`src/pmsc_regs.svh`:
```
// register map, field positions and reset values of the supply status and control bank
`ifndef PMSC_REGS_SVH
`define PMSC_REGS_SVH
// register offsets
`define PMSC_ADDR_VERSION 8'h00
`define PMSC_ADDR_STATUS 8'h01
`define PMSC_ADDR_MASK 8'h02
`define PMSC_ADDR_ENABLE 8'h03
`define PMSC_ADDR_CONV 8'h04
// reset and fixed values
`define PMSC_RST_MASK 8'hc0
`define PMSC_RST_ENABLE 8'hff
`define PMSC_RST_CONV 8'hb1
`define PMSC_UNMAPPED 8'hff
`define PMSC_LIVE_BITS 8'hfe
`define PMSC_EN_FIXED 8'hc1
`define PMSC_VERSION_DEF 8'h5a
// serial bus
`define PMSC_BUS_ADDR 7'h48
`define PMSC_BYTE_BITS 4'h8
`define PMSC_LAST_BIT 4'h7
// status, mask and enable bit positions
`define PMSC_B_PF 7
`define PMSC_B_LB 6
`define PMSC_B_BUCK1 5
`define PMSC_B_BUCK2 4
`define PMSC_B_CORE 3
`define PMSC_B_LIN2 2
`define PMSC_B_LIN1 1
// converter mode fields
`define PMSC_F_PH2 7:6
`define PMSC_F_PHC 5:4
`define PMSC_F_LOWRIP 3
`define PMSC_F_FFF2 2
`define PMSC_F_FFF1 1
`define PMSC_F_FFFC 0
// positions in the synchronised pin vector
`define PMSC_IN_PF 0
`define PMSC_IN_LB 1
`define PMSC_IN_LOW1 2
`define PMSC_IN_LOW2 3
`define PMSC_IN_LOWC 4
`define PMSC_IN_LOWL1 5
`define PMSC_IN_LOWL2 6
`define PMSC_IN_DVM 7
`define PMSC_IN_UNDERVOLTAGE_LOCKOUT 8
`define PMSC_IN_PIN1 9
`define PMSC_IN_PIN2 10
`define PMSC_IN_PINC 11
`define PMSC_IN_PINL 12
`define PMSC_IN_W 13
`endif

```
`src/pmsc_pkg.sv`:
```
// types shared by the register bank and its serial slave
package pmsc_pkg;
   `include "pmsc_regs.svh"

   // serial slave phases
   typedef enum logic [2:0] {
      TW_IDLE,
      TW_RX,
      TW_RXACK,
      TW_TX,
      TW_TXACK,
      TW_TXLOAD
   } pmsc_twi_state_type;

   // whole state of the serial slave
   typedef struct packed {
      logic [1:0] s1;
      logic [1:0] s2;
      logic [1:0] s3;
      logic [1:0] f;
      pmsc_twi_state_type st;
      logic [3:0] cnt;
      logic [7:0] sh;
      logic [7:0] ptr;
      logic first;
      logic ptr_next;
      logic dat;
      logic rw;
      logic oe;
      logic wr;
      logic rd;
      logic [7:0] wdata;
   } pmsc_twi_regs_type;

   // whole state of the register bank
   typedef struct packed {
      logic [`PMSC_IN_W-1:0] s1;
      logic [`PMSC_IN_W-1:0] s2;
      logic [`PMSC_IN_W-1:0] s3;
      logic [`PMSC_IN_W-1:0] f;
      logic [7:0] mask;
      logic [7:0] en;
      logic [7:0] conv;
      logic [7:0] stat;
      logic [7:0] block;
      logic b1_en;
      logic b2_en;
      logic c_en;
      logic l1_en;
      logic l2_en;
      logic int_n;
   } pmsc_bank_regs_type;
endpackage : pmsc_pkg

```
`src/pmsc_twi_slave.sv`:
```
// two-wire serial slave: pointer byte, auto-incremented register writes and reads
`timescale 1ns/10ps
`include "pmsc_regs.svh"
module pmsc_twi_slave (
   // clock and reset
   input wire logic ref_clk_i,
   input wire logic nrst_i,
   // serial pins, data line is open drain
   input wire logic scl_i,
   input wire logic sda_i,
   output logic sda_oe_o,
   // register side
   input wire logic [7:0] rdata_i,
   output logic [7:0] addr_o,
   output logic [7:0] wdata_o,
   output logic wr_stb_o,
   output logic rd_stb_o
);
   import pmsc_pkg::*;

   pmsc_twi_regs_type r;
   pmsc_twi_regs_type n;

   // next state: pin filter, start/stop detection, byte engine
   always_comb begin
      logic rise;
      logic fall;
      logic start;
      logic stop;
      logic load;
      rise = 1'b0;
      fall = 1'b0;
      start = 1'b0;
      stop = 1'b0;
      load = 1'b0;
      n = r;
      n.wr = 1'b0;
      n.rd = 1'b0;
      n.s1 = {scl_i, sda_i};
      n.s2 = r.s1;
      n.s3 = r.s2;
      // a change counts once stages two and three agree
      n.f = (r.s2 & r.s3) | (r.f & (r.s2 ^ r.s3));
      rise = n.f[1] & ~r.f[1];
      fall = ~n.f[1] & r.f[1];
      start = r.f[1] & n.f[1] & r.f[0] & ~n.f[0];
      stop = r.f[1] & n.f[1] & ~r.f[0] & n.f[0];
      if (start) begin
         n.st = TW_RX;
         n.cnt = '0;
         n.first = 1'b1;
         n.oe = 1'b0;
      end else if (stop) begin
         n.st = TW_IDLE;
         n.oe = 1'b0;
      end else begin
         case (r.st)
            TW_RX: begin
               if (rise) begin
                  n.sh = {r.sh[6:0], n.f[0]};
                  n.cnt = 4'(r.cnt + 4'h1);
               end else if (fall && r.cnt == `PMSC_BYTE_BITS) begin
                  n.cnt = '0;
                  n.st = TW_RXACK;
                  n.oe = 1'b1;
                  if (r.first) begin
                     n.first = 1'b0;
                     n.rw = r.sh[0];
                     n.ptr_next = ~r.sh[0];
                     // a foreign address is not acknowledged
                     if (r.sh[7:1] != `PMSC_BUS_ADDR) begin
                        n.st = TW_IDLE;
                        n.oe = 1'b0;
                     end
                  end else if (r.ptr_next) begin
                     n.ptr = r.sh;
                     n.ptr_next = 1'b0;
                  end else begin
                     n.wr = 1'b1;
                     n.wdata = r.sh;
                     n.dat = 1'b1;
                  end
               end
            end
            TW_RXACK: begin
               if (fall) begin
                  // advance only after the write strobe used the old pointer
                  n.oe = 1'b0;
                  n.dat = 1'b0;
                  if (r.dat) begin
                     n.ptr = 8'(r.ptr + 8'h01);
                  end
                  if (r.rw) begin
                     load = 1'b1;
                  end else begin
                     n.st = TW_RX;
                  end
               end
            end
            TW_TXLOAD: begin
               if (fall) begin
                  load = 1'b1;
               end
            end
            TW_TX: begin
               if (fall) begin
                  if (r.cnt == `PMSC_LAST_BIT) begin
                     n.oe = 1'b0;
                     n.st = TW_TXACK;
                  end else begin
                     n.cnt = 4'(r.cnt + 4'h1);
                     n.sh = {r.sh[6:0], 1'b0};
                     n.oe = ~r.sh[6];
                  end
               end
            end
            TW_TXACK: begin
               if (rise) begin
                  // a missing acknowledge ends the read
                  if (n.f[0]) begin
                     n.st = TW_IDLE;
                  end else begin
                     n.ptr = 8'(r.ptr + 8'h01);
                     n.st = TW_TXLOAD;
                  end
               end
            end
            default: begin
               n.st = TW_IDLE;
            end
         endcase
      end
      // fetch a byte and put its top bit on the line
      if (load) begin
         n.sh = rdata_i;
         n.rd = 1'b1;
         n.oe = ~rdata_i[7];
         n.cnt = '0;
         n.st = TW_TX;
      end
   end

   // state register; the idle bus level is high
   always_ff @(posedge ref_clk_i or negedge nrst_i) begin
      if (!nrst_i) begin
         r <= '{s1: 2'h3, s2: 2'h3, s3: 2'h3, f: 2'h3, st: TW_IDLE, default: '0};
      end else begin
         r <= n;
      end
   end

   assign sda_oe_o = r.oe;
   assign addr_o = r.ptr;
   assign wdata_o = r.wdata;
   assign wr_stb_o = r.wr;
   assign rd_stb_o = r.rd;
endmodule : pmsc_twi_slave

```
`src/pmsc_regs_top.sv`:
```
// supply status and control register bank behind the two-wire serial port
//
// Notes on behaviour
// - status bits 7 and 6 are one while power-fail or low-battery sense is high
// - buck status bits 5..3 show output below target, zero when disabled
// - core buck status bit is zero during a dynamic voltage move
// - linear status bits 2 and 1 show low output, zero when disabled
// - version register at 0x00 is read only, fixed code
// - status register at 0x01 is read only and follows live comparators
// - mask register at 0x02 is read/write, reset 0xc0
// - each buck runs only when its pin and enable bit are both high
// - each linear regulator needs shared pin high and its own bit set
// - enable register resets to 0xff
// - while an enable pin is low its enable bits are forced to one
// - bits 7:6 and 5:4 set buck two and core phase delay
// - bit 3 selects low-ripple skip tuning for all converters
// - bit 2 forces buck two into fixed-frequency operation
// - undervoltage lockout reloads mask, enable and mode defaults
// - bit 1 forces buck one, bit 0 the core buck, fixed-frequency
// - status bits active at a status read are blocked from the interrupt
// - reading an unimplemented address returns 0xff
// - interrupt is a power-ok line built from unmasked, unblocked flags
`timescale 1ns/10ps
`include "pmsc_regs.svh"
module pmsc_regs_top #(
   parameter logic [7:0] VERSION_CODE = `PMSC_VERSION_DEF // value is arbitrary
) (
   // clock and reset
   input wire logic ref_clk_i,
   input wire logic nrst_i,
   // serial port, data line open drain
   input wire logic scl_i,
   input wire logic sda_i,
   output logic sda_o,
   output logic sda_oe_o,
   // detector and comparator levels, high means below threshold
   input wire logic power_fail_sense_i,
   input wire logic low_battery_sense_i,
   input wire logic buck1_output_low_i,
   input wire logic buck2_output_low_i,
   input wire logic core_buck_output_low_i,
   input wire logic linear_reg_one_low_i,
   input wire logic linear_reg_two_low_i,
   // converter events
   input wire logic dynamic_voltage_move_i,
   input wire logic undervoltage_lockout_i,
   // enable pins
   input wire logic buck1_enable_pin_i,
   input wire logic buck2_enable_pin_i,
   input wire logic core_buck_enable_pin_i,
   input wire logic linear_enable_pin_i,
   // regulator enables
   output logic buck1_en_o,
   output logic buck2_en_o,
   output logic core_buck_en_o,
   output logic linear_reg_one_en_o,
   output logic linear_reg_two_en_o,
   // converter mode controls
   output logic [1:0] buck2_phase_o,
   output logic [1:0] core_buck_phase_o,
   output logic low_ripple_o,
   output logic buck1_forced_fixed_freq_o,
   output logic buck2_forced_fixed_freq_o,
   output logic core_buck_forced_fixed_freq_o,
   // power-ok interrupt, active low
   output logic int_n_o
);
   import pmsc_pkg::*;

   // bank state and its next value
   pmsc_bank_regs_type r;
   pmsc_bank_regs_type n;

   // register access from the serial slave
   logic [7:0] reg_addr;
   logic [7:0] reg_wdata;
   logic [7:0] reg_rdata;
   logic reg_wr;
   logic reg_rd;

   // raw levels from pins and comparators, not yet on our clock
   logic [`PMSC_IN_W-1:0] pin_raw;

   // strobe aimed at one register offset
   function automatic logic hit(input logic stb, input logic [7:0] a, input logic [7:0] off);
      return stb && (a == off);
   endfunction : hit

   // read decode; unmapped offsets read as all ones
   function automatic logic [7:0] read_value(
      input logic [7:0] a,
      input pmsc_bank_regs_type s
   );
      logic [7:0] v;
      v = `PMSC_UNMAPPED;
      case (a)
         `PMSC_ADDR_VERSION: begin
            v = VERSION_CODE;
         end
         `PMSC_ADDR_STATUS: begin
            v = s.stat;
         end
         `PMSC_ADDR_MASK: begin
            v = s.mask;
         end
         `PMSC_ADDR_ENABLE: begin
            v = s.en;
         end
         `PMSC_ADDR_CONV: begin
            v = s.conv;
         end
         default: begin
            v = `PMSC_UNMAPPED;
         end
      endcase
      return v;
   endfunction : read_value

   // gather the asynchronous inputs into one vector for the synchroniser
   assign pin_raw[`PMSC_IN_PF] = power_fail_sense_i;
   assign pin_raw[`PMSC_IN_LB] = low_battery_sense_i;
   assign pin_raw[`PMSC_IN_LOW1] = buck1_output_low_i;
   assign pin_raw[`PMSC_IN_LOW2] = buck2_output_low_i;
   assign pin_raw[`PMSC_IN_LOWC] = core_buck_output_low_i;
   assign pin_raw[`PMSC_IN_LOWL1] = linear_reg_one_low_i;
   assign pin_raw[`PMSC_IN_LOWL2] = linear_reg_two_low_i;
   assign pin_raw[`PMSC_IN_DVM] = dynamic_voltage_move_i;
   assign pin_raw[`PMSC_IN_UNDERVOLTAGE_LOCKOUT] = undervoltage_lockout_i;
   assign pin_raw[`PMSC_IN_PIN1] = buck1_enable_pin_i;
   assign pin_raw[`PMSC_IN_PIN2] = buck2_enable_pin_i;
   assign pin_raw[`PMSC_IN_PINC] = core_buck_enable_pin_i;
   assign pin_raw[`PMSC_IN_PINL] = linear_enable_pin_i;

   // read data is combinational so the slave can load it on the bus clock edge
   assign reg_rdata = read_value(reg_addr, r);

   // serial slave: pointer handling and byte shifting
   pmsc_twi_slave u_twi (
      .ref_clk_i(ref_clk_i),
      .nrst_i(nrst_i),
      .scl_i(scl_i),
      .sda_i(sda_i),
      .sda_oe_o(sda_oe_o),
      .rdata_i(reg_rdata),
      .addr_o(reg_addr),
      .wdata_o(reg_wdata),
      .wr_stb_o(reg_wr),
      .rd_stb_o(reg_rd)
   );

   // next state of the bank
   always_comb begin
      logic [7:0] live;
      live = '0;
      n = r;

      // three flip-flops; a change counts once stages two and three agree
      n.s1 = pin_raw;
      n.s2 = r.s1;
      n.s3 = r.s2;
      n.f = (r.s2 & r.s3) | (r.f & (r.s2 ^ r.s3));

      // a supply runs only when its pin and its register bit are both high
      n.b1_en = r.f[`PMSC_IN_PIN1] & r.en[`PMSC_B_BUCK1];
      n.b2_en = r.f[`PMSC_IN_PIN2] & r.en[`PMSC_B_BUCK2];
      n.c_en = r.f[`PMSC_IN_PINC] & r.en[`PMSC_B_CORE];
      n.l2_en = r.f[`PMSC_IN_PINL] & r.en[`PMSC_B_LIN2];
      n.l1_en = r.f[`PMSC_IN_PINL] & r.en[`PMSC_B_LIN1];

      // status follows the live detectors; a disabled rail always reads good
      n.stat[`PMSC_B_PF] = r.f[`PMSC_IN_PF];
      n.stat[`PMSC_B_LB] = r.f[`PMSC_IN_LB];
      n.stat[`PMSC_B_BUCK1] = r.f[`PMSC_IN_LOW1] & r.b1_en;
      n.stat[`PMSC_B_BUCK2] = r.f[`PMSC_IN_LOW2] & r.b2_en;
      // the core rail is hidden while its voltage is being moved
      n.stat[`PMSC_B_CORE] = r.f[`PMSC_IN_LOWC] & r.c_en & ~r.f[`PMSC_IN_DVM];
      n.stat[`PMSC_B_LIN2] = r.f[`PMSC_IN_LOWL2] & r.l2_en;
      n.stat[`PMSC_B_LIN1] = r.f[`PMSC_IN_LOWL1] & r.l1_en;
      n.stat[0] = 1'b0;

      // host writes; version and status offsets take no write
      if (hit(reg_wr, reg_addr, `PMSC_ADDR_MASK)) begin
         n.mask = reg_wdata & `PMSC_LIVE_BITS;
      end
      if (hit(reg_wr, reg_addr, `PMSC_ADDR_ENABLE)) begin
         n.en = reg_wdata | `PMSC_EN_FIXED;
      end
      if (hit(reg_wr, reg_addr, `PMSC_ADDR_CONV)) begin
         n.conv = reg_wdata;
      end

      // a low pin keeps pushing its bits back to one, even over a write
      if (!r.f[`PMSC_IN_PIN1]) begin
         n.en[`PMSC_B_BUCK1] = 1'b1;
      end
      if (!r.f[`PMSC_IN_PIN2]) begin
         n.en[`PMSC_B_BUCK2] = 1'b1;
      end
      if (!r.f[`PMSC_IN_PINC]) begin
         n.en[`PMSC_B_CORE] = 1'b1;
      end
      if (!r.f[`PMSC_IN_PINL]) begin
         n.en[`PMSC_B_LIN2] = 1'b1;
         n.en[`PMSC_B_LIN1] = 1'b1;
      end

      // lockout reloads defaults and wins over a write in the same cycle
      if (r.f[`PMSC_IN_UNDERVOLTAGE_LOCKOUT]) begin
         n.mask = `PMSC_RST_MASK;
         n.en = `PMSC_RST_ENABLE;
         n.conv = `PMSC_RST_CONV;
      end

      // a status read blocks its active bits; a bit that clears is released
      n.block = r.block & r.stat;
      if (hit(reg_rd, reg_addr, `PMSC_ADDR_STATUS)) begin
         n.block = n.block | r.stat;
      end

      // power-ok line: low while any unmasked, unblocked flag stands
      live = r.stat & ~r.mask & ~r.block & `PMSC_LIVE_BITS;
      n.int_n = ~(|live);
   end

   // state register; defaults match the lockout values
   always_ff @(posedge ref_clk_i or negedge nrst_i) begin
      if (!nrst_i) begin
         r <= '{
            mask: `PMSC_RST_MASK,
            en: `PMSC_RST_ENABLE,
            conv: `PMSC_RST_CONV,
            int_n: 1'b1,
            default: '0
         };
      end else begin
         r <= n;
      end
   end

   // outputs straight from the state register
   assign buck1_en_o = r.b1_en;
   assign buck2_en_o = r.b2_en;
   assign core_buck_en_o = r.c_en;
   assign linear_reg_one_en_o = r.l1_en;
   assign linear_reg_two_en_o = r.l2_en;
   assign buck2_phase_o = r.conv[`PMSC_F_PH2];
   assign core_buck_phase_o = r.conv[`PMSC_F_PHC];
   assign low_ripple_o = r.conv[`PMSC_F_LOWRIP];
   assign buck2_forced_fixed_freq_o = r.conv[`PMSC_F_FFF2];
   assign buck1_forced_fixed_freq_o = r.conv[`PMSC_F_FFF1];
   assign core_buck_forced_fixed_freq_o = r.conv[`PMSC_F_FFFC];
   // open drain: the line is only ever pulled low, the enable does the work
   assign sda_o = 1'b0;
   assign int_n_o = r.int_n;

   // a low buck one pin must leave its enable bit set one cycle later
   pin_force_a: assert property (@(posedge ref_clk_i) disable iff (!nrst_i)
      !r.f[`PMSC_IN_PIN1] |=> r.en[`PMSC_B_BUCK1])
   else $error("enable bit not held while its pin is low");

   // a running buck one needs both its pin and its bit
   buck_gate_a: assert property (@(posedge ref_clk_i) disable iff (!nrst_i)
      buck1_en_o |-> $past(r.f[`PMSC_IN_PIN1] & r.en[`PMSC_B_BUCK1]))
   else $error("buck enabled without pin and bit");

   // lockout reloads all three control registers
   undervoltage_lockout_load_a: assert property (@(posedge ref_clk_i) disable iff (!nrst_i)
      r.f[`PMSC_IN_UNDERVOLTAGE_LOCKOUT] |=> (r.mask == `PMSC_RST_MASK && r.en == `PMSC_RST_ENABLE
         && r.conv == `PMSC_RST_CONV))
   else $error("defaults not reloaded on lockout");

   // core flag stays clear during a voltage move
   dvm_clear_a: assert property (@(posedge ref_clk_i) disable iff (!nrst_i)
      r.f[`PMSC_IN_DVM] |=> !r.stat[`PMSC_B_CORE])
   else $error("core flag set during voltage move");

   // an open flag pulls the interrupt low
   irq_low_a: assert property (@(posedge ref_clk_i) disable iff (!nrst_i)
      (|(r.stat & ~r.mask & ~r.block & `PMSC_LIVE_BITS)) |=> !int_n_o)
   else $error("interrupt not asserted for open flag");

   // no open flag leaves the interrupt released
   irq_high_a: assert property (@(posedge ref_clk_i) disable iff (!nrst_i)
      !(|(r.stat & ~r.mask & ~r.block & `PMSC_LIVE_BITS)) |=> int_n_o)
   else $error("interrupt asserted with all flags masked or blocked");

   // a status read blocks every bit that was active
   read_block_a: assert property (@(posedge ref_clk_i) disable iff (!nrst_i)
      (reg_rd && reg_addr == `PMSC_ADDR_STATUS) |=> ((r.block & $past(r.stat)) == $past(r.stat)))
   else $error("status read did not block active bits");

   // unmapped offsets read as all ones
   unmapped_read_a: assert property (@(posedge ref_clk_i) disable iff (!nrst_i)
      (reg_addr > `PMSC_ADDR_CONV) |-> (reg_rdata == `PMSC_UNMAPPED))
   else $error("unmapped offset did not read all ones");

   // version offset returns the fixed code
   version_read_a: assert property (@(posedge ref_clk_i) disable iff (!nrst_i)
      (reg_addr == `PMSC_ADDR_VERSION) |-> (reg_rdata == VERSION_CODE))
   else $error("version offset returned a wrong code");

endmodule : pmsc_regs_top

```
`config.mk`:
```
export PLATFORM = sky130hd
export DESIGN_NAME = pmsc_regs_top
export DESIGN_NICKNAME = d
export VERILOG_FILES = /design/src/pmsc_pkg.sv /design/src/pmsc_twi_slave.sv /design/src/pmsc_regs_top.sv
export VERILOG_INCLUDE_DIRS = /design/src
export SDC_FILE = /design/constraint.sdc
export NUM_CORES = 1
export LEC_CHECK = 0
export ABC_AREA = 1
export ABC_CLOCK_PERIOD_IN_PS = 3900
export BUFFER_PORTS_ARGS = -buffer_cell sky130_fd_sc_hd__buf_2
export CAP_MARGIN = 20
export CORE_UTILIZATION = 27
export CTS_CLUSTER_DIAMETER = 120
export DETAILED_ROUTE_END_ITERATION = 7
export GPL_ROUTABILITY_DRIVEN = 0
export PLACE_DENSITY = 0.42
export SLEW_MARGIN = 25
export SYNTH_ARGS = -nofsm -noshare
export SYNTH_HDL_FRONTEND = slang
export SYNTH_SLANG_ARGS = --single-unit
```
`constraint.sdc`:
```
create_clock -name ref_clk_i -period 3.9 [get_ports ref_clk_i]
set_input_delay 0 -clock ref_clk_i [delete_from_list [all_inputs] [get_ports ref_clk_i]]
set_output_delay 0 -clock ref_clk_i [all_outputs]
set_load 0.02 [all_outputs]
```
; ---- After elaboration in Yosys (flattened, before gate mapping)
; Index checks and enable logic that the tools add are counted.
[word_totals]
register_bits = 143
output_inout_bits = 16
elab_cells = 221
[op_classes]
addsub = 2
n_eq_ne = 44
muxes = 67
bitwise = 46
n_reduce_logical = 27
[op_table]
columns = cell, count
row1 = $mux W8, 11
row2 = $mux W24, 2
row3 = $pmux W8 S5, 1
row4 = $mux W15, 2
row5 = $ne A5 B1 Y1 const B, 6
row6 = $mux W14, 2
row7 = $and A13 B13 Y13, 2
row8 = $mux W1, 26
row9 = $and A8 B8 Y8, 3
row10 = $pmux W12 S2, 1
row11 = $pmux W8 S3, 1
row12 = $mux W3, 7
row13 = $and A1 B1 Y1, 18
row14 = $eq A8 B2 Y1 const B, 2
row15 = $mux W16, 1
row16 = $not A8 Y8, 2
row17 = $reduce_and A8 Y1, 2
row18 = $ne A3 B2 Y1 const B, 5
row19 = $pmux W3 S5, 1
row20 = $reduce_and A5 Y1, 3
row21 = $mux W7, 2
row22 = $ne A2 B2 Y1 const B, 7
row23 = $not A1 Y1, 14
row24 = $or A13 B13 Y13, 1
row25 = other kinds (37), 64

; ---- Logic depth before layout (Yosys ltp)
; Gate-level depths: netlist of run 1.
[depth]
ltp_word = 12
depth_mapped = 12
depth_no_buf = 12

; ---- Modules after synthesis
; Synthesis of run 1 repeated with hierarchy kept, for this count alone.
[hier_totals]
hier_cells = 717
area_unflattened_um2 = 6500.0
[modules_own_cells]
columns = mod, instances, cells_each, area_each_um2
row1 = pmsc_regs_top, 1, 350, 3704.8
row2 = pmsc_twi_slave, 1, 367, 2795.2

; ---- Least setup slack after synthesis of run 1
; OpenSTA, ideal clock, no wires.
[synth_timing]
path_kind = reg-to-reg
startpoint = reg u_twi.r, in the netlist u_twi.n[41]
endpoint = reg u_twi.r, in the netlist u_twi.wdata_o[0]
arrival_ns = 1.791
required_ns = 3.780
setup_slack_ns = 1.990
path_stages_with_launch = 11
n_path_buf = 1
period_less_slack_ns = 1.910
cell_sequence = dfstp_2 -> ha_1 -> inv_1 -> nand3_1 -> inv_2 -> nand2_2 -> inv_2 -> nand4_1 -> buf_2 -> o21ai_0 -> inv_1
[synth_between]
elab_chain_cells = 8
[synth_rtl]
columns = element, line
row1 = from (decl), pmsc_twi_slave.sv:21  ; pmsc_twi_regs_type r;
row2 = from (signal assigned), pmsc_twi_slave.sv:148  ; r <= n;
row3 = $xor A2 B2 Y2, pmsc_twi_slave.sv:43  ; n.f = (r.s2 & r.s3) | (r.f & (r.s2 ^ r.s3));
row4 = $and A2 B2 Y2, pmsc_twi_slave.sv:43
row5 = $or A2 B2 Y2 (*), pmsc_twi_slave.sv:43
row6 = $and A1 B1 Y1, "pmsc_twi_slave.sv:46, pmsc_twi_slave.sv:47"
row7 = "$and A1 B1 Y1, on equally long branches (2 in a row)", "pmsc_twi_slave.sv:46, pmsc_twi_slave.sv:47"
row8 = $not A1 Y1 (no source line), -
row9 = $reduce_and A7 Y1 (no source line) (*), -
; Mark *: on every way between the ends. The rest lies on a longest branch, timed or not.
; A chain may end at the register's enable or synchronous reset.

; ---- Worst setup path after layout of run 1
[layout_timing]
startpoint = reg u_twi.r, in the netlist u_twi.n[41]
endpoint = reg u_twi.r, in the netlist u_twi.wdata_o[5]
; Same word-level chain as after synthesis.

==> results of run 1 <==
[synth_stat cells (2+ instances only)]
| library cell | count |
|---|---|
| o2111ai_1 | 2 |
| nand3_1 | 43 |
| o31ai_1 | 2 |
| o21ai_2 | 3 |
| nand4_1 | 6 |
| a21boi_0 | 4 |
| nand2_1 | 158 |
| nand3_2 | 2 |
| o211ai_1 | 5 |
| inv_1 | 80 |
| buf_4 | 5 |
| o21a_1 | 2 |
| nor2_4 | 3 |
| inv_2 | 8 |
| dfrtp_1 | 118 |
| dfstp_2 | 20 |
| o21ai_0 | 34 |
| ha_1 | 21 |
| nor2_1 | 47 |
| nor2_2 | 6 |
| a21oi_1 | 28 |
| nor3_1 | 7 |
| buf_2 | 5 |
| o31a_1 | 2 |
| a21o_1 | 14 |
| nand2_2 | 4 |
| o21ai_1 | 4 |
[state kept, by name, summed over array words and instances, names as in the netlist, 2 cells and up]
register	flops
core_buck_phase_o	2
u_twi.addr_o	8
r	50
u_twi.wdata_o	8
u_twi.r	23
u_twi.n	4
n	28
buck2_phase_o	2
[logic make-up after synthesis]
| group | synth area share (%) |
|---|---|
| buffers and inverters | 6.80 |
| adder cells (fa/ha/maj) | 4.34 |
| other | 0.0620 |
| XOR/XNOR | 0.290 |
| flip-flops | 57.5 |
| AND/OR/NAND/NOR | 20.4 |
| AO/OA/AOI/OAI | 10.6 |
[cells in the final DEF (no fill, tap or decap), types with 4 or more instances in the layout]
cell           Yosys  layout
o21ai_1            4       4
buf_2              5      30
nand2_2            4       4
dfrtp_1          118     118
inv_1             80      80
nor3_1             7       7
a21oi_1           28      28
a21o_1            14      14
nor2_2             6       6
clkbuf_16          0      17
nand3_1           43      43
nand2_1          158     158
ha_1              21      21
nor2_1            47      47
o211ai_1           5       5
o21ai_0           34      34
dlygate4sd3_1      0      16
a21boi_0           4       4
inv_6              0       4
inv_2              8       8
nand4_1            6       6
dfstp_2           20      20
[final cells by class]
cell class | instances | area (um2) | share of cell area (%)
sequential | 138 | 3480 | 47.8
multi-input combinational | 413 | 2160 | 29.7
clock buffer | 19 | 443 | 6.08
tap | 280 | 350 | 4.81
timing repair buffer | 49 | 337 | 4.62
inverter | 89 | 334 | 4.59
clock inverter | 13 | 181 | 2.49
[critical path, cell delays in order (launching register included)]
cell and delay (ns):
dfstp_2 0.53, ha_1 0.24, inv_1 0.07, nand3_1 0.13, inv_2 0.10, nand2_2 0.12, inv_2 0.15, nand4_1 0.48
o21ai_0 0.37, inv_1 0.07
[repair_timing]
item,in CTS,in global routing
hold buffers,16,0
endpoints found under the hold margin,96,0
resized for setup,0,0
buffers inserted,0,0
[stage by stage]
| step | area [um2] | hold WS, ns | utilization (%) | power (mW) |
|---|---|---|---|---|
| finish | 7280 | 0.207 | 33.3 | 3.81 |
| global route | 7280 | 0.190 | 33.3 | 4.00 |
| CTS | 7280 | 0.188 | 33.3 | 3.86 |
| detailed placement | 6500 | 0.108 | 29.7 | 2.11 |
| global placement | 6500 | 0.108 | 29.7 | 2.09 |
| floorplan | 6050 | -0.296 | - | 1.94 |
[path summary, 6_finish.rpt]
kind                               startpoint          endpoint  depth (start not counted)
setup / recovery                  u_twi.n[41]  u_twi.wdata_o[5]                          9
hold / removal                         nrst_i             n[79]                          2
setup reg to reg                  u_twi.n[41]  u_twi.wdata_o[5]                          9
hold reg to reg                         n[84]             n[71]                          0
max in group asynchronous              nrst_i       u_twi.n[41]                          3
min in group ref_clk_i     buck2_enable_pin_i             n[82]                          2
[routing by layer]
layer | track usage, % | vias to the layer above | wire length [um]
met1 | 18.2 | 2145 | 6880
li1 | - | 2211 | -
met4 | 5.25 | 0 | 208
met5 | 0 | - | 0
met3 | 3.32 | 15 | 346
met2 | 20.0 | 55 | 6190
[power groups by stage]
stage	combinational, mW	clock (mW)	sequential (mW)
2_1_floorplan	0.266	0	1.67
3_3_place_gp	0.379	0	1.71
3_5_place_dp	0.390	0	1.72
4_1_cts	0.403	1.76	1.69
5_1_grt	0.462	1.83	1.71
6_report	0.396	1.72	1.69
==> flow_metrics.env, run 1 <==
export IMPL_drive_gt1_share_pct=15.8
export IMPL_clock_sinks=138
export IMPL_die_h_um=152
export IMPL_setup_viol=0
export IMPL_r2r_setup_slack_ns=1.52
export IMPL_drc_errors=0
export IMPL_synth_edff_count=0
export IMPL_start_kind="flop"
export IMPL_leakagePower_nw=3.61
export IMPL_yosys_warnings=0
export IMPL_grt_usage_pct=13.3
export IMPL_n_fill_cell=2283
export IMPL_hp_class="input port to asynchronous set/reset pin"
export IMPL_grt_pass1_wl_um=22900
export IMPL_cp_required_ns=4.20
export IMPL_seq_power_share_pct=44.4
export IMPL_final_setup_worst_slack_ns=1.52
export IMPL_clock_latency_ns=0.42
export IMPL_htree_levels=4
export IMPL_final_antenna_net_count=0
export IMPL_min_period_over_period_pct=61.0
export IMPL_tritoncts="built"
export IMPL_numCtsBuffers=17
export IMPL_drv_cap=0
export IMPL_synth_top_cell_by_area="dfrtp_1"
export IMPL_max_clock_freq_ghz=0.420
export IMPL_worst_pin_slew_ns=0.786
export IMPL_synth_seq_cells=138
export IMPL_pin_count=33
export IMPL_grt_ovfl_total=0
export IMPL_crit_fanout=16
export IMPL_dieArea_um2=23000
export IMPL_switching_power_mw=1.05
export IMPL_port_buffers=31
export IMPL_ir_drop_mv=0.340
export IMPL_cts_root_buf="clkbuf_16"
export IMPL_die_width_um=152
export IMPL_vias=4426
export IMPL_slew_violations=0
export IMPL_synthTopCellsByArea="dfrtp_1, nand2_1, dfstp_2, inv_1, ha_1"
export IMPL_final_cell_count_no_fill=1001
export IMPL_start_util_pct=27.6
export IMPL_grt_pass1_vias=4366
export IMPL_rows=54
export IMPL_p_sw_share_pct=27.7
export IMPL_antennaDiodeCount=0
export IMPL_pwr_share_clk_pct=45.2
export IMPL_fin_nets=746
export IMPL_viasPerCell=4.42
export IMPL_p_comb_share_pct=10.4
export IMPL_synthDominantCellAreaShare_pct=48.8
export IMPL_area_growth_syn_to_layout_pct=20.4
export IMPL_synthesis_nets=690
export IMPL_dp_cells=953
export IMPL_syn_area_per_cell_um2=9.28
export IMPL_yosysUniqueCellTypes=46
export IMPL_antenna_found_initial=0
export IMPL_clk_pin_slew_ns=0.06
export IMPL_crit_type="flop to flop"
export IMPL_rsz0062_at_grt="false"
export IMPL_p_int_mw=2.75
export IMPL_end_kind="flop"
export IMPL_dp_hpwl_um=9890
export IMPL_wirelength_um=13600
export IMPL_post_drt_wl_per_cell_um=13.6
export IMPL_hold_viol_final=0
export IMPL_yosysSeqAreaShare_pct=57.5
export IMPL_ys_flop_type="dfrtp_1"
export IMPL_arrival_ns=2.68
export IMPL_grt_max_degree=90
export IMPL_powerDensity_nw_per_um2=523
export IMPL_synthCells=652
export IMPL_status="complete, no violations"
export IMPL_syn_area_um2=6050
export IMPL_ctsLongestPathBuffers=2
export IMPL_period_needed_ns=2.38
export IMPL_slew_headroom_pct=47.6
export IMPL_drtPass1Iterations=4
export IMPL_async_reset_ff_share_pct=100
export IMPL_drt_iter0_drc=253
export IMPL_core_area_um2=21900
export IMPL_pre_cts_ws_ns=1.51
export IMPL_clock_skew_ns=0.00914
export IMPL_tns_ns=0
Power figures use the tool's default switching activity.
==> run 2: changes to the inputs <==
--- a/config.mk
+++ b/config.mk
@@ -7,7 +7,7 @@
 export NUM_CORES = 1
 export LEC_CHECK = 0
 export ABC_AREA = 1
-export ABC_CLOCK_PERIOD_IN_PS = 3900
+export ABC_CLOCK_PERIOD_IN_PS = 2200
 export BUFFER_PORTS_ARGS = -buffer_cell sky130_fd_sc_hd__buf_2
 export CAP_MARGIN = 20
 export CORE_UTILIZATION = 27
==> constraint.sdc (replaced) <==
create_clock -name ref_clk_i -period 2.2 [get_ports ref_clk_i]
set_input_delay 0 -clock ref_clk_i [delete_from_list [all_inputs] [get_ports ref_clk_i]]
set_output_delay 0 -clock ref_clk_i [all_outputs]
set_load 0.02 [all_outputs]
==> run 2 against run 1 <==
Against the previous run:
- via count increased by 0.68%
- setup slack got worse by 1.3 ns
- global-route usage increased by 0.27 points
==> flow_metrics.env, run 2 (synthesized netlist as in run 1, its figures left out) <==
export IMPL_cts_setup_buffers=0
export IMPL_drv_cap=0
export IMPL_area_growth_syn_to_layout_pct=21.9
export IMPL_regMostFlops="r"
export IMPL_final_common_cell="nand2_1"
export IMPL_slew_headroom_pct=65.4
export IMPL_clock_sinks=138
export IMPL_hold_viol_final=0
export IMPL_period_needed_ns=2.02
export IMPL_status="complete, no violations"
export IMPL_switching_power_mw=1.90
export IMPL_max_clock_freq_ghz=0.494
export IMPL_critical_path_cell_chain="ha_1 -> inv_1 -> nand3_1 -> inv_2 -> nand2_2 -> inv_4 -> nand4_1 -> buf_4 -> o21ai_0 -> inv_1"
export IMPL_crit_type="flop to flop"
export IMPL_setup_viol=0
export IMPL_final_cell_mix="nand2_1, dfrtp_1, inv_1"
export IMPL_grt_usage_pct=13.5
export IMPL_largest_register_ffs=50
export IMPL_post_drt_wl_per_cell_um=13.8
export IMPL_r2r_end="u_twi.wdata_o[5]"
export IMPL_min_period_over_period_pct=91.9
export IMPL_end_kind="flop"
export IMPL_start_util_pct=27.6
export IMPL_die_h_um=152
export IMPL_rows=54
export IMPL_viasPerCell=4.40
export IMPL_dp_cells=964
export IMPL_hp_class="input port to asynchronous set/reset pin"
export IMPL_worst_r2r_startpoint="u_twi.n[41]"
export IMPL_powerDensity_nw_per_um2=888
export IMPL_rsz0062_at_grt="true"
export IMPL_p_comb_share_pct=11.1
export IMPL_slew_violations=0
export IMPL_r2r_cells=10
export IMPL_core_area_um2=21900
export IMPL_grt_max_degree=56
export IMPL_grt_pass1_wl_um=23800
export IMPL_grt_pass1_vias=4718
export IMPL_final_antenna_net_count=0
export IMPL_cp_required_ns=2.50
export IMPL_p_sw_share_pct=29.0
export IMPL_dieArea_um2=23000
export IMPL_ir_drop_mv=0.537
export IMPL_cts_root_buf="clkbuf_16"
export IMPL_numCtsBuffers=17
export IMPL_htree_levels=4
export IMPL_ctsLongestPathBuffers=2
export IMPL_start_kind="flop"
export IMPL_leakagePower_nw=3.66
export IMPL_seq_power_share_pct=45.7
export IMPL_grt_ovfl_total=0
export IMPL_clk_pin_slew_ns=0.07
export IMPL_antenna_found_initial=0
export IMPL_crit_fanout=16
export IMPL_cpMostUsedCell="inv_1"
export IMPL_final_cell_count_no_fill=1012
export IMPL_drtPass1Iterations=5
export IMPL_worst_pin_slew_ns=0.518
export IMPL_clock_skew_ns=0.0101
export IMPL_drc_errors=0
export IMPL_cp_slowest_cell="dfstp_2"
export IMPL_p_int_mw=4.65
export IMPL_clock_latency_ns=0.42
export IMPL_port_buffers=31
export IMPL_tns_ns=0
export IMPL_tritoncts="built"
export IMPL_wirelength_um=14000
export IMPL_pin_count=33
export IMPL_vias=4456
export IMPL_dp_hpwl_um=10200
export IMPL_drt_iter0_drc=274
export IMPL_total_power_mw=6.55
export IMPL_arrival_ns=2.33
export IMPL_n_fill_cell=2286
export IMPL_drive_gt1_share_pct=17.5
export IMPL_pwr_share_clk_pct=43.2
export IMPL_cpPeakStageDelay_ns=0.53
export IMPL_die_width_um=152
export IMPL_fin_nets=757
export IMPL_antennaDiodeCount=0
export IMPL_r2r_setup_slack_ns=0.18
[run 2: what timing repair did]
| action | 4_1_cts | 5_1_grt |
|---|---|---|
| setup endpoints to repair | 0 | 16 |
| hold endpoints to repair | 140 | 0 |
| resized for setup | 0 | 6 |
| hold buffers | 16 | 0 |
[run 2: worst max-delay path by stage]
stage	to	startpoint	depth (start not counted)	slack, ns
after global routing	u_twi.wdata_o[7]	u_twi.n[41]	10	0.0006
after detailed placement	u_twi.r[29]	u_twi.r[31]	8	0.13
final	u_twi.wdata_o[5]	u_twi.n[41]	10	0.18
after global placement	u_twi.r[29]	u_twi.r[31]	8	0.13
after floorplan	u_twi.wdata_o[0]	u_twi.n[41]	10	0.29
after CTS	u_twi.r[29]	u_twi.r[31]	8	0.09
[run 2: layout make-up]
class                           instances  area, um2  share of cell area, %
Clock buffer                           18        429                   5.82
Clock inverter                         14        151                   2.05
Inverter                               89        337                   4.56
Multi-Input combinational cell        413       2180                   29.6
Sequential cell                       138       3480                   47.2
Tap cell                              280        350                   4.75
Timing Repair Buffer                   60        444                   6.02
[run 2: critical path: cells and delay by family, from the launching register on]
kind            cells  cell delay [ns]
buf+inv             5             0.56
flops               1             0.53
simple gates        3             0.37
fa+ha+maj           1             0.24
compound gates      1             0.19
[run 2: stage by stage]
step	hold WS [ns]	setup slack (ns)	utilization, %	area (um2)
6_report	0.0611	0.178	33.7	7370
5_1_grt	0.0818	0.000620	33.7	7370
4_1_cts	0.0673	0.0906	33.6	7350
3_5_place_dp	-0.0462	0.132	30.2	6610
3_3_place_gp	-0.0502	0.125	30.2	6610
2_1_floorplan	-0.296	0.290	-	6050
[run 2: power by group through the flow]
stage / Sequential (mW) / Clock (mW) / Combinational [mW]
after floorplan: 2.96 / 0 / 0.472
after global placement: 3.03 / 0 / 0.697
after detailed placement: 3.04 / 0 / 0.710
after CTS: 3.00 / 2.91 / 0.735
after global routing: 3.03 / 3.01 / 0.857
final: 2.99 / 2.83 / 0.726
[run 2: layer usage]
layer | vias up | global-route usage (%) | part of all wire, %
met4 | 0 | 5.74 | 2.0
li1 | 2232 | - | -
met1 | 2125 | 18.1 | 49
met5 | - | 0 | 0
met3 | 22 | 2.93 | 3.2
met2 | 77 | 21.1 | 46
